### config.mk
export PLATFORM = sky130hd
export DESIGN_NAME = csd_decoder
export DESIGN_NICKNAME = d
export VERILOG_FILES = /design/src/csd_pkg.sv /design/src/csd_frame_if.sv /design/src/csd_decoder.sv /design/src/csd_frame_capture.sv /design/src/csd_regfile.sv
export SDC_FILE = /design/constraint.sdc
export NUM_CORES = 1
export LEC_CHECK = 0
export BUFFER_PORTS_ARGS = -buffer_cell sky130_fd_sc_hd__buf_4
export CAP_MARGIN = 20
export CORE_MARGIN = 3
export CORE_UTILIZATION = 45
export DETAILED_ROUTE_END_ITERATION = 12
export PLACE_DENSITY = 0.65
export SETUP_SLACK_MARGIN = 0.15
export SKIP_LAST_GASP = 1
export SYNTH_ARGS = -nofsm -noshare
export SYNTH_HDL_FRONTEND = slang
export SYNTH_SLANG_ARGS = --single-unit
export TNS_END_PERCENT = 50
### constraint.sdc
create_clock -name clk_i -period 25.5 [get_ports clk_i]
set_input_delay 5.1 -clock clk_i [delete_from_list [all_inputs] [get_ports clk_i]]
set_output_delay 5.1 -clock clk_i [all_outputs]
set_load 0.05 [all_outputs]
### src/csd_pkg.sv
package csd_pkg;

  // ---------------------------------------------------------------
  // Command codes and opcodes
  // ---------------------------------------------------------------
  localparam logic [15:0] CMD_NULL = 16'h0000;
  localparam logic [15:0] CMD_RESET = 16'h0011;
  localparam logic [15:0] CMD_STANDBY = 16'h0022;
  localparam logic [15:0] CMD_WAKEUP = 16'h0033;
  localparam logic [15:0] CMD_LOCK = 16'h0555;
  localparam logic [15:0] CMD_UNLOCK = 16'h0655;
  localparam logic [2:0] OP_READ = 3'h1;
  localparam logic [2:0] OP_WRITE = 3'h2;
  localparam logic [2:0] OP_MULTI = 3'h3;

  // ---------------------------------------------------------------
  // Field layout, register space, reset values
  // ---------------------------------------------------------------
  localparam int OP_MSB = 15;
  localparam int OP_LSB = 13;
  localparam int ADDR_MSB = 12;
  localparam int ADDR_LSB = 8;
  localparam logic [7:0] READY_HI = 8'hFF;
  localparam logic [4:0] FAULT_ADDR = 5'h02;
  localparam logic [4:0] REG_LAST = 5'h14;
  localparam logic [7:0] REG_RST = 8'h00;
  localparam logic [15:0] LSB_PAD = 16'h0000;
  localparam logic [7:0] IDX_ZERO = 8'h00;
  localparam logic [8:0] CNT_ONE = 9'h001;
  localparam logic [8:0] CNT_TWO = 9'h002;

  typedef enum logic [1:0] {
    ST_POR,
    ST_OPEN,
    ST_LOCKED
  } csd_state_e;

  // ---------------------------------------------------------------
  // Shared helpers
  // ---------------------------------------------------------------
  function automatic logic [15:0] csd_reg_resp(input logic [4:0] addr, input logic [7:0] data);
    csd_reg_resp = {OP_READ, addr, data};
  endfunction : csd_reg_resp

  function automatic logic csd_in_range(input logic [5:0] addr);
    csd_in_range = (addr <= {1'b0, REG_LAST});
  endfunction : csd_in_range

endpackage : csd_pkg

### src/csd_frame_if.sv
`timescale 1ns/1ns
interface csd_frame_if;
  logic first_valid;
  logic [15:0] first_word;
  logic data_valid;
  logic [15:0] data_word;
  logic [7:0] data_idx;
  logic frame_done;

  modport cap (
    output first_valid,
    output first_word,
    output data_valid,
    output data_word,
    output data_idx,
    output frame_done
  );
  modport dec (
    input first_valid,
    input first_word,
    input data_valid,
    input data_word,
    input data_idx,
    input frame_done
  );
endinterface : csd_frame_if

### src/csd_decoder.sv
`timescale 1ns/1ns
module csd_decoder
  import csd_pkg::*;
#(
  parameter logic [7:0] DEV_ID = 8'h5A // Arbitrary identifier value
)
(
  input wire logic clk_i,
  input wire logic rst_i,
  input wire logic frame_start_i,
  input wire logic frame_end_i,
  input wire logic rx_valid_i,
  input wire logic [15:0] rx_word_i,
  input wire logic [7:0] fault_status_i,
  output logic [31:0] tx_status_o,
  output logic one_word_frame_o,
  output logic [7:0] extra_words_o,
  output logic standby_o,
  output logic locked_o
);

  // ---------------------------------------------------------------
  // Frame capture interface and instance
  // ---------------------------------------------------------------
  csd_frame_if fr ();

  csd_frame_capture u_cap (
    .clk_i(clk_i),
    .rst_i(rst_i),
    .frame_start_i(frame_start_i),
    .frame_end_i(frame_end_i),
    .rx_valid_i(rx_valid_i),
    .rx_word_i(rx_word_i),
    .fr(fr)
  );

  // ---------------------------------------------------------------
  // Sequencer state and register file ports
  // ---------------------------------------------------------------
  csd_state_e state_r, state_nxt;
  logic [15:0] tx_r, tx_nxt;
  logic standby_r, standby_nxt;
  logic [4:0] mr_addr_r, mr_addr_nxt;
  logic [7:0] mr_left_r, mr_left_nxt;
  logic [7:0] extra_r, extra_nxt;
  logic clr;
  logic we0, we1;
  logic [4:0] wa0, wa1;
  logic [7:0] wd0, wd1;
  logic [5:0] ra0, ra1;
  logic [7:0] rd0, rd1;

  csd_regfile u_regs (
    .clk_i(clk_i),
    .rst_i(rst_i),
    .clr_i(clr),
    .fault_i(fault_status_i),
    .we0_i(we0),
    .waddr0_i(wa0),
    .wdata0_i(wd0),
    .we1_i(we1),
    .waddr1_i(wa1),
    .wdata1_i(wd1),
    .raddr0_i(ra0),
    .raddr1_i(ra1),
    .rdata0_o(rd0),
    .rdata1_o(rd1)
  );

  // ---------------------------------------------------------------
  // Command fields
  // ---------------------------------------------------------------
  logic [15:0] cmd;
  logic [2:0] op;
  logic [4:0] addr;
  logic [7:0] lo;
  logic [8:0] cnt;
  logic [8:0] pos;
  logic mw_ok;

  assign cmd = fr.first_word;
  assign op = cmd[OP_MSB:OP_LSB];
  assign addr = cmd[ADDR_MSB:ADDR_LSB];
  assign lo = cmd[7:0];
  assign cnt = {1'b0, lo} + CNT_ONE;
  assign pos = {fr.data_idx, 1'b0};
  assign mw_ok = (state_r == ST_OPEN) && (mr_left_r == IDX_ZERO) && (op == OP_MULTI);

  // ---------------------------------------------------------------
  // Read addressing: multi-read drain or current command
  // ---------------------------------------------------------------
  always_comb begin
    if (mr_left_r != IDX_ZERO) begin
      ra0 = {1'b0, mr_addr_r};
    end else begin
      ra0 = {1'b0, addr};
    end
    ra1 = ra0 + 6'h01;
  end

  // ---------------------------------------------------------------
  // Multi-write data words, two registers each
  // ---------------------------------------------------------------
  // Full-width sums so a long count cannot wrap back into low registers
  logic [8:0] mw_s0, mw_s1;
  logic [5:0] mw_a0, mw_a1;
  assign mw_s0 = {4'h0, addr} + pos;
  assign mw_s1 = mw_s0 + CNT_ONE;
  assign mw_a0 = mw_s0[5:0];
  assign mw_a1 = mw_s1[5:0];

  always_comb begin
    we0 = 1'b0;
    we1 = 1'b0;
    wa0 = mw_a0[4:0];
    wa1 = mw_a1[4:0];
    wd0 = fr.data_word[15:8];
    wd1 = fr.data_word[7:0];
    if (fr.data_valid && mw_ok) begin
      // Data past the register space or past the count is dropped
      we0 = (pos < cnt) && (mw_s0[8:6] == 3'h0) && csd_in_range(mw_a0);
      we1 = ((pos + CNT_ONE) < cnt) && (mw_s1[8:6] == 3'h0) && csd_in_range(mw_a1);
    end else if (fr.frame_done && state_r == ST_OPEN && mr_left_r == IDX_ZERO && op == OP_WRITE) begin
      we0 = 1'b1;
      wa0 = addr;
      wd0 = lo;
    end
  end

  // ---------------------------------------------------------------
  // Command execution at frame end
  // ---------------------------------------------------------------
  always_comb begin
    state_nxt = state_r;
    tx_nxt = tx_r;
    standby_nxt = standby_r;
    mr_addr_nxt = mr_addr_r;
    mr_left_nxt = mr_left_r;
    extra_nxt = extra_r;
    clr = 1'b0;
    if (fr.first_valid && op == OP_MULTI && state_r == ST_OPEN) begin
      // Extra words the host appends to finish a multi write
      extra_nxt = 8'(cnt[8:1] + {7'h00, cnt[0]});
    end
    if (frame_start_i) begin
      extra_nxt = IDX_ZERO;
    end
    if (fr.frame_done) begin
      tx_nxt = csd_reg_resp(FAULT_ADDR, fault_status_i);
      if (mr_left_r != IDX_ZERO) begin
        tx_nxt = {rd0, rd1};
        // Park past the top so the drain cannot wrap back to 00h
        if (csd_in_range({1'b0, mr_addr_r})) begin
          mr_addr_nxt = mr_addr_r + 5'h02;
        end
        mr_left_nxt = mr_left_r - 8'h01;
      end else if (state_r == ST_POR) begin
        tx_nxt = {READY_HI, DEV_ID};
        if (cmd == CMD_UNLOCK) begin
          state_nxt = ST_OPEN;
          tx_nxt = CMD_UNLOCK;
        end
      end else if (cmd == CMD_NULL) begin
        // Null never echoes; standby keeps showing the ready word
        // Fault status is read live; the array slot at 02h is never shown
        tx_nxt = standby_r ? {READY_HI, DEV_ID} : csd_reg_resp(FAULT_ADDR, fault_status_i);
      end else if (cmd == CMD_UNLOCK) begin
        state_nxt = ST_OPEN;
        tx_nxt = CMD_UNLOCK;
      end else if (op == OP_READ) begin
        if (lo == IDX_ZERO) begin
          tx_nxt = csd_reg_resp(addr, rd0);
        end else begin
          tx_nxt = {OP_MULTI, addr, lo};
          mr_addr_nxt = addr;
          mr_left_nxt = 8'(cnt[8:1] + {7'h00, cnt[0]});
        end
      end else if (state_r == ST_LOCKED) begin
        tx_nxt = csd_reg_resp(FAULT_ADDR, fault_status_i);
      end else if (cmd == CMD_RESET) begin
        clr = 1'b1;
        standby_nxt = 1'b0;
        state_nxt = ST_POR;
        tx_nxt = {READY_HI, DEV_ID};
      end else if (cmd == CMD_STANDBY) begin
        standby_nxt = 1'b1;
        tx_nxt = cmd;
      end else if (cmd == CMD_WAKEUP) begin
        standby_nxt = 1'b0;
        tx_nxt = cmd;
      end else if (cmd == CMD_LOCK) begin
        state_nxt = ST_LOCKED;
        tx_nxt = cmd;
      end else if (op == OP_WRITE) begin
        // Shows what the register will hold; read-only and absent slots differ
        if (!csd_in_range({1'b0, addr})) begin
          tx_nxt = csd_reg_resp(addr, 8'h00);
        end else if (addr == FAULT_ADDR) begin
          tx_nxt = csd_reg_resp(addr, fault_status_i);
        end else begin
          tx_nxt = csd_reg_resp(addr, lo);
        end
      end else if (op == OP_MULTI) begin
        tx_nxt = {OP_WRITE, addr, lo};
      end
    end
  end

  always_ff @(posedge clk_i or posedge rst_i) begin
    if (rst_i) begin
      state_r <= ST_POR;
      tx_r <= {READY_HI, 8'h00};
      standby_r <= 1'b0;
      mr_addr_r <= 5'h00;
      mr_left_r <= IDX_ZERO;
      extra_r <= IDX_ZERO;
    end else begin
      state_r <= state_nxt;
      tx_r <= tx_nxt;
      standby_r <= standby_nxt;
      mr_addr_r <= mr_addr_nxt;
      mr_left_r <= mr_left_nxt;
      extra_r <= extra_nxt;
    end
  end

  // ---------------------------------------------------------------
  // Registered outputs
  // ---------------------------------------------------------------
  logic [31:0] tx_out_r, tx_out_nxt;
  logic one_r, one_nxt;
  logic lock_r, lock_nxt;
  logic sb_r, sb_nxt;
  logic id_seen_r, id_seen_nxt;
  logic [7:0] ext_r, ext_nxt;

  always_comb begin
    // Reset word cannot carry the identifier, so patch it in once
    if (!id_seen_r) begin
      tx_out_nxt = {READY_HI, DEV_ID, LSB_PAD};
    end else begin
      tx_out_nxt = {tx_r, LSB_PAD};
    end
    id_seen_nxt = id_seen_r || fr.frame_done;
    one_nxt = (state_r == ST_POR) || standby_r;
    // Power-up counts as locked: only unlock is taken there
    lock_nxt = (state_r != ST_OPEN);
    sb_nxt = standby_r;
    ext_nxt = extra_r;
  end

  always_ff @(posedge clk_i or posedge rst_i) begin
    if (rst_i) begin
      tx_out_r <= 32'h0000_0000;
      one_r <= 1'b1;
      lock_r <= 1'b0;
      sb_r <= 1'b0;
      ext_r <= IDX_ZERO;
      id_seen_r <= 1'b0;
    end else begin
      tx_out_r <= tx_out_nxt;
      one_r <= one_nxt;
      lock_r <= lock_nxt;
      sb_r <= sb_nxt;
      ext_r <= ext_nxt;
      id_seen_r <= id_seen_nxt;
    end
  end

  assign tx_status_o = tx_out_r;
  assign one_word_frame_o = one_r;
  assign extra_words_o = ext_r;
  assign standby_o = sb_r;
  assign locked_o = lock_r;

endmodule : csd_decoder

### src/csd_frame_capture.sv
`timescale 1ns/1ns
module csd_frame_capture
  import csd_pkg::*;
(
  input wire logic clk_i,
  input wire logic rst_i,
  input wire logic frame_start_i,
  input wire logic frame_end_i,
  input wire logic rx_valid_i,
  input wire logic [15:0] rx_word_i,
  csd_frame_if.cap fr
);

  // ---------------------------------------------------------------
  // Word counter and first-word latch
  // ---------------------------------------------------------------
  logic [7:0] cnt_r, cnt_nxt;
  logic [15:0] first_r, first_nxt;
  logic seen_r, seen_nxt;

  always_comb begin
    cnt_nxt = cnt_r;
    first_nxt = first_r;
    seen_nxt = seen_r;
    if (frame_start_i) begin
      cnt_nxt = IDX_ZERO;
      seen_nxt = 1'b0;
    end else if (rx_valid_i) begin
      // Saturate so a runaway frame cannot alias back to word zero
      if (cnt_r != 8'hFF) begin
        cnt_nxt = cnt_r + 8'h01;
      end
      if (!seen_r) begin
        first_nxt = rx_word_i;
        seen_nxt = 1'b1;
      end
    end else if (frame_end_i) begin
      seen_nxt = 1'b0;
    end
  end

  always_ff @(posedge clk_i or posedge rst_i) begin
    if (rst_i) begin
      cnt_r <= IDX_ZERO;
      first_r <= 16'h0000;
      seen_r <= 1'b0;
    end else begin
      cnt_r <= cnt_nxt;
      first_r <= first_nxt;
      seen_r <= seen_nxt;
    end
  end

  assign fr.first_valid = seen_r;
  assign fr.first_word = first_r;
  assign fr.data_valid = rx_valid_i && seen_r && !frame_start_i;
  assign fr.data_word = rx_word_i;
  assign fr.data_idx = cnt_r - 8'h01;
  // A frame with no word carries no command
  assign fr.frame_done = frame_end_i && seen_r;

endmodule : csd_frame_capture

### src/csd_regfile.sv
`timescale 1ns/1ns
module csd_regfile
  import csd_pkg::*;
(
  input wire logic clk_i,
  input wire logic rst_i,
  input wire logic clr_i,
  input wire logic [7:0] fault_i,
  input wire logic we0_i,
  input wire logic [4:0] waddr0_i,
  input wire logic [7:0] wdata0_i,
  input wire logic we1_i,
  input wire logic [4:0] waddr1_i,
  input wire logic [7:0] wdata1_i,
  input wire logic [5:0] raddr0_i,
  input wire logic [5:0] raddr1_i,
  output logic [7:0] rdata0_o,
  output logic [7:0] rdata1_o
);

  // ---------------------------------------------------------------
  // Storage
  // ---------------------------------------------------------------
  logic [7:0] mem_r [0:REG_LAST];
  logic [7:0] mem_nxt [0:REG_LAST];

  function automatic logic [7:0] rd(input logic [5:0] a, input logic [7:0] flt, input logic [7:0] v);
    if (!csd_in_range(a)) begin
      rd = 8'h00;
    end else if (a[4:0] == FAULT_ADDR) begin
      rd = flt;
    end else begin
      rd = v;
    end
  endfunction : rd

  always_comb begin
    for (int i = 0; i <= int'(REG_LAST); i++) begin
      if (clr_i) begin
        mem_nxt[i] = REG_RST;
      end else if (we0_i && waddr0_i == 5'(i)) begin
        mem_nxt[i] = wdata0_i;
      end else if (we1_i && waddr1_i == 5'(i)) begin
        mem_nxt[i] = wdata1_i;
      end else begin
        mem_nxt[i] = mem_r[i];
      end
    end
  end

  always_ff @(posedge clk_i or posedge rst_i) begin
    if (rst_i) begin
      for (int i = 0; i <= int'(REG_LAST); i++) begin
        mem_r[i] <= REG_RST;
      end
    end else begin
      for (int i = 0; i <= int'(REG_LAST); i++) begin
        mem_r[i] <= mem_nxt[i];
      end
    end
  end

  // Out-of-range reads index a clamped slot and are then forced to zero
  assign rdata0_o = rd(raddr0_i, fault_i, mem_r[csd_in_range(raddr0_i) ? raddr0_i[4:0] : 5'h00]);
  assign rdata1_o = rd(raddr1_i, fault_i, mem_r[csd_in_range(raddr1_i) ? raddr1_i[4:0] : 5'h00]);

endmodule : csd_regfile

==> flow_summary_export.csv <==
group,metric,value,unit
clock_network,clockRootBuffer,"sky130_fd_sc_hd__clkbuf_16",
sta,period_share,31.5,%
power_and_ir_drop,power_density,87.5,nW/um^2
sta,final_critical_path_setup_slack,17470,ps
sta,tightest_hold_margin,377,ps
clock_network,htreeDepth,1,
clock_network,tritoncts.num_buffers,31,
setup_path,worst-path-max-fanout,26,
yosys,yosys-top-cells-count,"sky130_fd_sc_hd__nand2_1, sky130_fd_sc_hd__dfrtp_1, sky130_fd_sc_hd__nor2_1",
sta,tightest_slew,1090,ps
sta,setup_tns,0,ps
sta,final-setup-viol-count,0,
sta,fin_worst_skew,28.4,ps
min_path,min-delay-path-class,"flip-flop to flip-flop",
power_and_ir_drop,int_pwr,0.989,mW
yosys,synth_edf_count,0,
setup_path,critPathArrivalTime,8540,ps
setup_path,cp_data_required_time,26010,ps
sta,relSlewSlack,26.7,%
setup_path,r2r-start,"mr_left_r[5]",
power_and_ir_drop,ir_drop,57.0,uV
global_route,grt_first_pass_wirelength,117000,um
placed_design,portBuffers,55,
job,timing.max_cap.violations,0,
sta,clock.fmax,125,MHz
cells_and_area,final_area,20700,um^2
sta,final.min_clock_period,8030,ps
floorplan,die_w,212,um
placed_design,gp_congestion,1.02,
detailed_routing,initialDrtViolationCount,2292,
floorplan,start_util,46.1,%
detailed_routing,routedWlPerCell,29.4,um
clock_network,clock_tree_from_tritoncts,"done",
yosys,synthesis.area_per_instance,8.66,um^2
clock_network,postCtsHoldBufs,0,
clock_network,clk_transition_reported_paths,60,ps
yosys,warnings_from_yosys,0,
power_and_ir_drop,comb_power_share,43.8,%
yosys,mappedNetlistArea,19000,um^2
yosys,synth_cell_type_count,108,
setup_path,critPathLaunchType,"primary input",
detailed_routing,drtPass1Iterations,6,
min_path,min_delay_path_depth,0,
sta,rsz_0062_raised_after_global_routing,"no",
detailed_routing,routed_wl,79600,um
setup_path,regToRegSetupSlack,19340,ps
yosys,yosys_top_cell_area_share,33.1,%
detailed_routing,routed_via_density,6.80,
clock_network,post_cts.repair.setup_buffers,0,
placed_design,dpl_worst_slack,16930,ps
yosys,async_reset_ff_share,100,%
setup_path,timing.reg2reg.worst_path_depth,13,
min_path,min-delay-start,"ext_nxt[7]",
detailed_routing,ant_nets,0,
yosys,yosys_register_bits,261,
floorplan,core,41300,um^2
power_and_ir_drop,power.total,1.81,mW
clock_network,postCtsResizedCells,0,
sta,drv_slew,0,
cells_and_area,final-instance-count-excl-fill,2709,
clock_network,cts_buffer_depth,3,
placed_design,dp_cells,2649,
detailed_routing,detailroute.via_count,18400,
cells_and_area,synthToLayoutAreaGrowth,8.67,%
setup_path,worstReg2RegEnd,"tx_r[6]",
floorplan,dieHeight,212,um
yosys,synth.yosys.seq_area_share,34.4,%
setup_path,critical_path_launch_point,"frame_end_i",
power_and_ir_drop,p_leak,8.77,nW
power_and_ir_drop,net-switching-power,0.822,mW
power_and_ir_drop,clock_power_share,28.0,%
power_and_ir_drop,power.sequential.fraction,28.3,%
yosys,synth.top_cells.by_area,"sky130_fd_sc_hd__dfrtp_1, sky130_fd_sc_hd__mux2_2, sky130_fd_sc_hd__nand2_1, sky130_fd_sc_hd__mux2i_1, sky130_fd_sc_hd__nor2_1",
clock_network,clk_latency,610,ps
floorplan,die_area,44800,um^2
min_path,min_delay_worst_endpoint,"extra_words_o[7]",
yosys,synthFlopType,"sky130_fd_sc_hd__dfrtp_1",
setup_path,crit_type,"primary input to flip-flop",
clock_network,cts.sink_count,261,
global_route,initial_antenna_violation_count,2,
setup_path,worst_setup_path_end_kind,"flip-flop",
power_and_ir_drop,switching_share,45.4,%
global_route,largest_net_degree_at_the_start_of_global_routing,133,
global_route,global_route.usage.total,34.9,%
cells_and_area,layout-drive-gt1-share,16.7,%
detailed_routing,drcViolationCount,0,
yosys,syn_inst,2199,
cells_and_area,post-route-util,50.1,%
status,run_status,"complete, no violations",
cells_and_area,finalNetCount,2211,
global_route,via_count_of_the_first_global_routing_pass,17600,
floorplan,num_io_pins,72,
global_route,grt-ovfl-total,0,
yosys,synthMostInstantiatedCell,"sky130_fd_sc_hd__nand2_1",
floorplan,row_cnt,74,
sta,hold_viol,0,
placed_design,hpwlAfterDp,54800,um
placed_design,dpl_cell_area,19500,um^2
cells_and_area,antenna_cells,0,
yosys,yosysTopAreaCell,"sky130_fd_sc_hd__dfrtp_1",
[worst max path at each step]
| stage | end | slack (ps) | cells after the start |
|---|---|---|---|
| after floorplan | ext_nxt[0] | 13230 | 1 |
| after global placement | u_regs.mem_r[66] | 16940 | 12 |
| after detailed placement | u_regs.mem_r[67] | 16930 | 12 |
| after CTS | u_regs.mem_r[69] | 17530 | 12 |
| after global routing | u_regs.mem_r[67] | 17210 | 12 |
| final | u_regs.mem_r[69] | 17470 | 12 |
[layer usage]
metal	up-vias	wire, um	GRT usage, %
li1	7983	-	-
met2	1056	35700	55.3
met5	-	23	0
met4	4	4740	18.0
met3	283	7850	9.47
met1	9105	31300	43.9
[final cells by class]
type | instances | area (um^2)
Inverter | 56 | 218
Clock buffer | 36 | 815
Tap cell | 532 | 666
Multi-Input combinational cell | 1711 | 11400
Timing Repair Buffer | 92 | 683
Sequential cell | 261 | 6540
Clock inverter | 21 | 339
Fill cell | 3927 | 20600
[cells in the final DEF, fill, tap and decap left out, drive strengths merged, types with 22 or more instances in the layout]
cell / instances
a211oi: 110
a21oi: 108
a22oi: 29
a31oi: 33
and2: 22
and3: 60
buf: 92
clkbuf: 36
dfrtp: 252
ha: 28
inv: 58
mux2: 95
mux2i: 83
nand2: 277
nand2b: 36
nand3: 70
nand4: 27
nor2: 214
nor3: 42
o211ai: 37
o21ai: 119
[critical path, stage by stage]
cell                       delay (ps)
sky130_fd_sc_hd__buf_4            100
sky130_fd_sc_hd__and2_1           120
sky130_fd_sc_hd__buf_4            240
sky130_fd_sc_hd__nand3_4          110
sky130_fd_sc_hd__nor4_4           270
sky130_fd_sc_hd__buf_4            410
sky130_fd_sc_hd__mux2i_2          550
sky130_fd_sc_hd__and2_1           280
sky130_fd_sc_hd__nand2_1          160
sky130_fd_sc_hd__nor3_2           900
sky130_fd_sc_hd__a211oi_1         110
sky130_fd_sc_hd__a21oi_1          170
[registers in the layout, summed over array words and instances (netlist names)]
| signal | cells |
|---|---|
| state_r | 2 |
| locked_o | 1 |
| tx_r | 16 |
| sb_nxt | 1 |
| extra_words_o | 8 |
| one_word_frame_o | 1 |
| id_seen_r | 1 |
| tx_status_o | 16 |
| ext_nxt | 8 |
| standby_o | 1 |
| u_cap.cnt_r | 8 |
| u_cap.fr.first_word | 16 |
| u_regs.mem_r | 168 |
| mr_addr_r | 5 |
| mr_left_r | 8 |
| u_cap.fr.first_valid | 1 |
[power by group through the flow]
stage	clock, mW	combinational, mW	sequential [mW]
floorplan	0	0.472	0.524
global placement	0	0.755	0.516
detailed placement	0	0.755	0.518
CTS	0.510	0.758	0.510
global route	0.529	0.821	0.516
finish	0.506	0.793	0.512
[cell families after synthesis]
kind of cell,Yosys count,share of synthesized area [%]
DFF,261,34.4
AOI/OAI and AO/OA,624,23.5
other,1,0.0197
muxes,182,10.6
buffers and inverters,242,6.15
adders and majority gates,29,1.95
xor gates and xnor gates,26,1.20
and+or+nand+nor,834,22.3
Note: power is estimated with default switching activity, not from simulation.
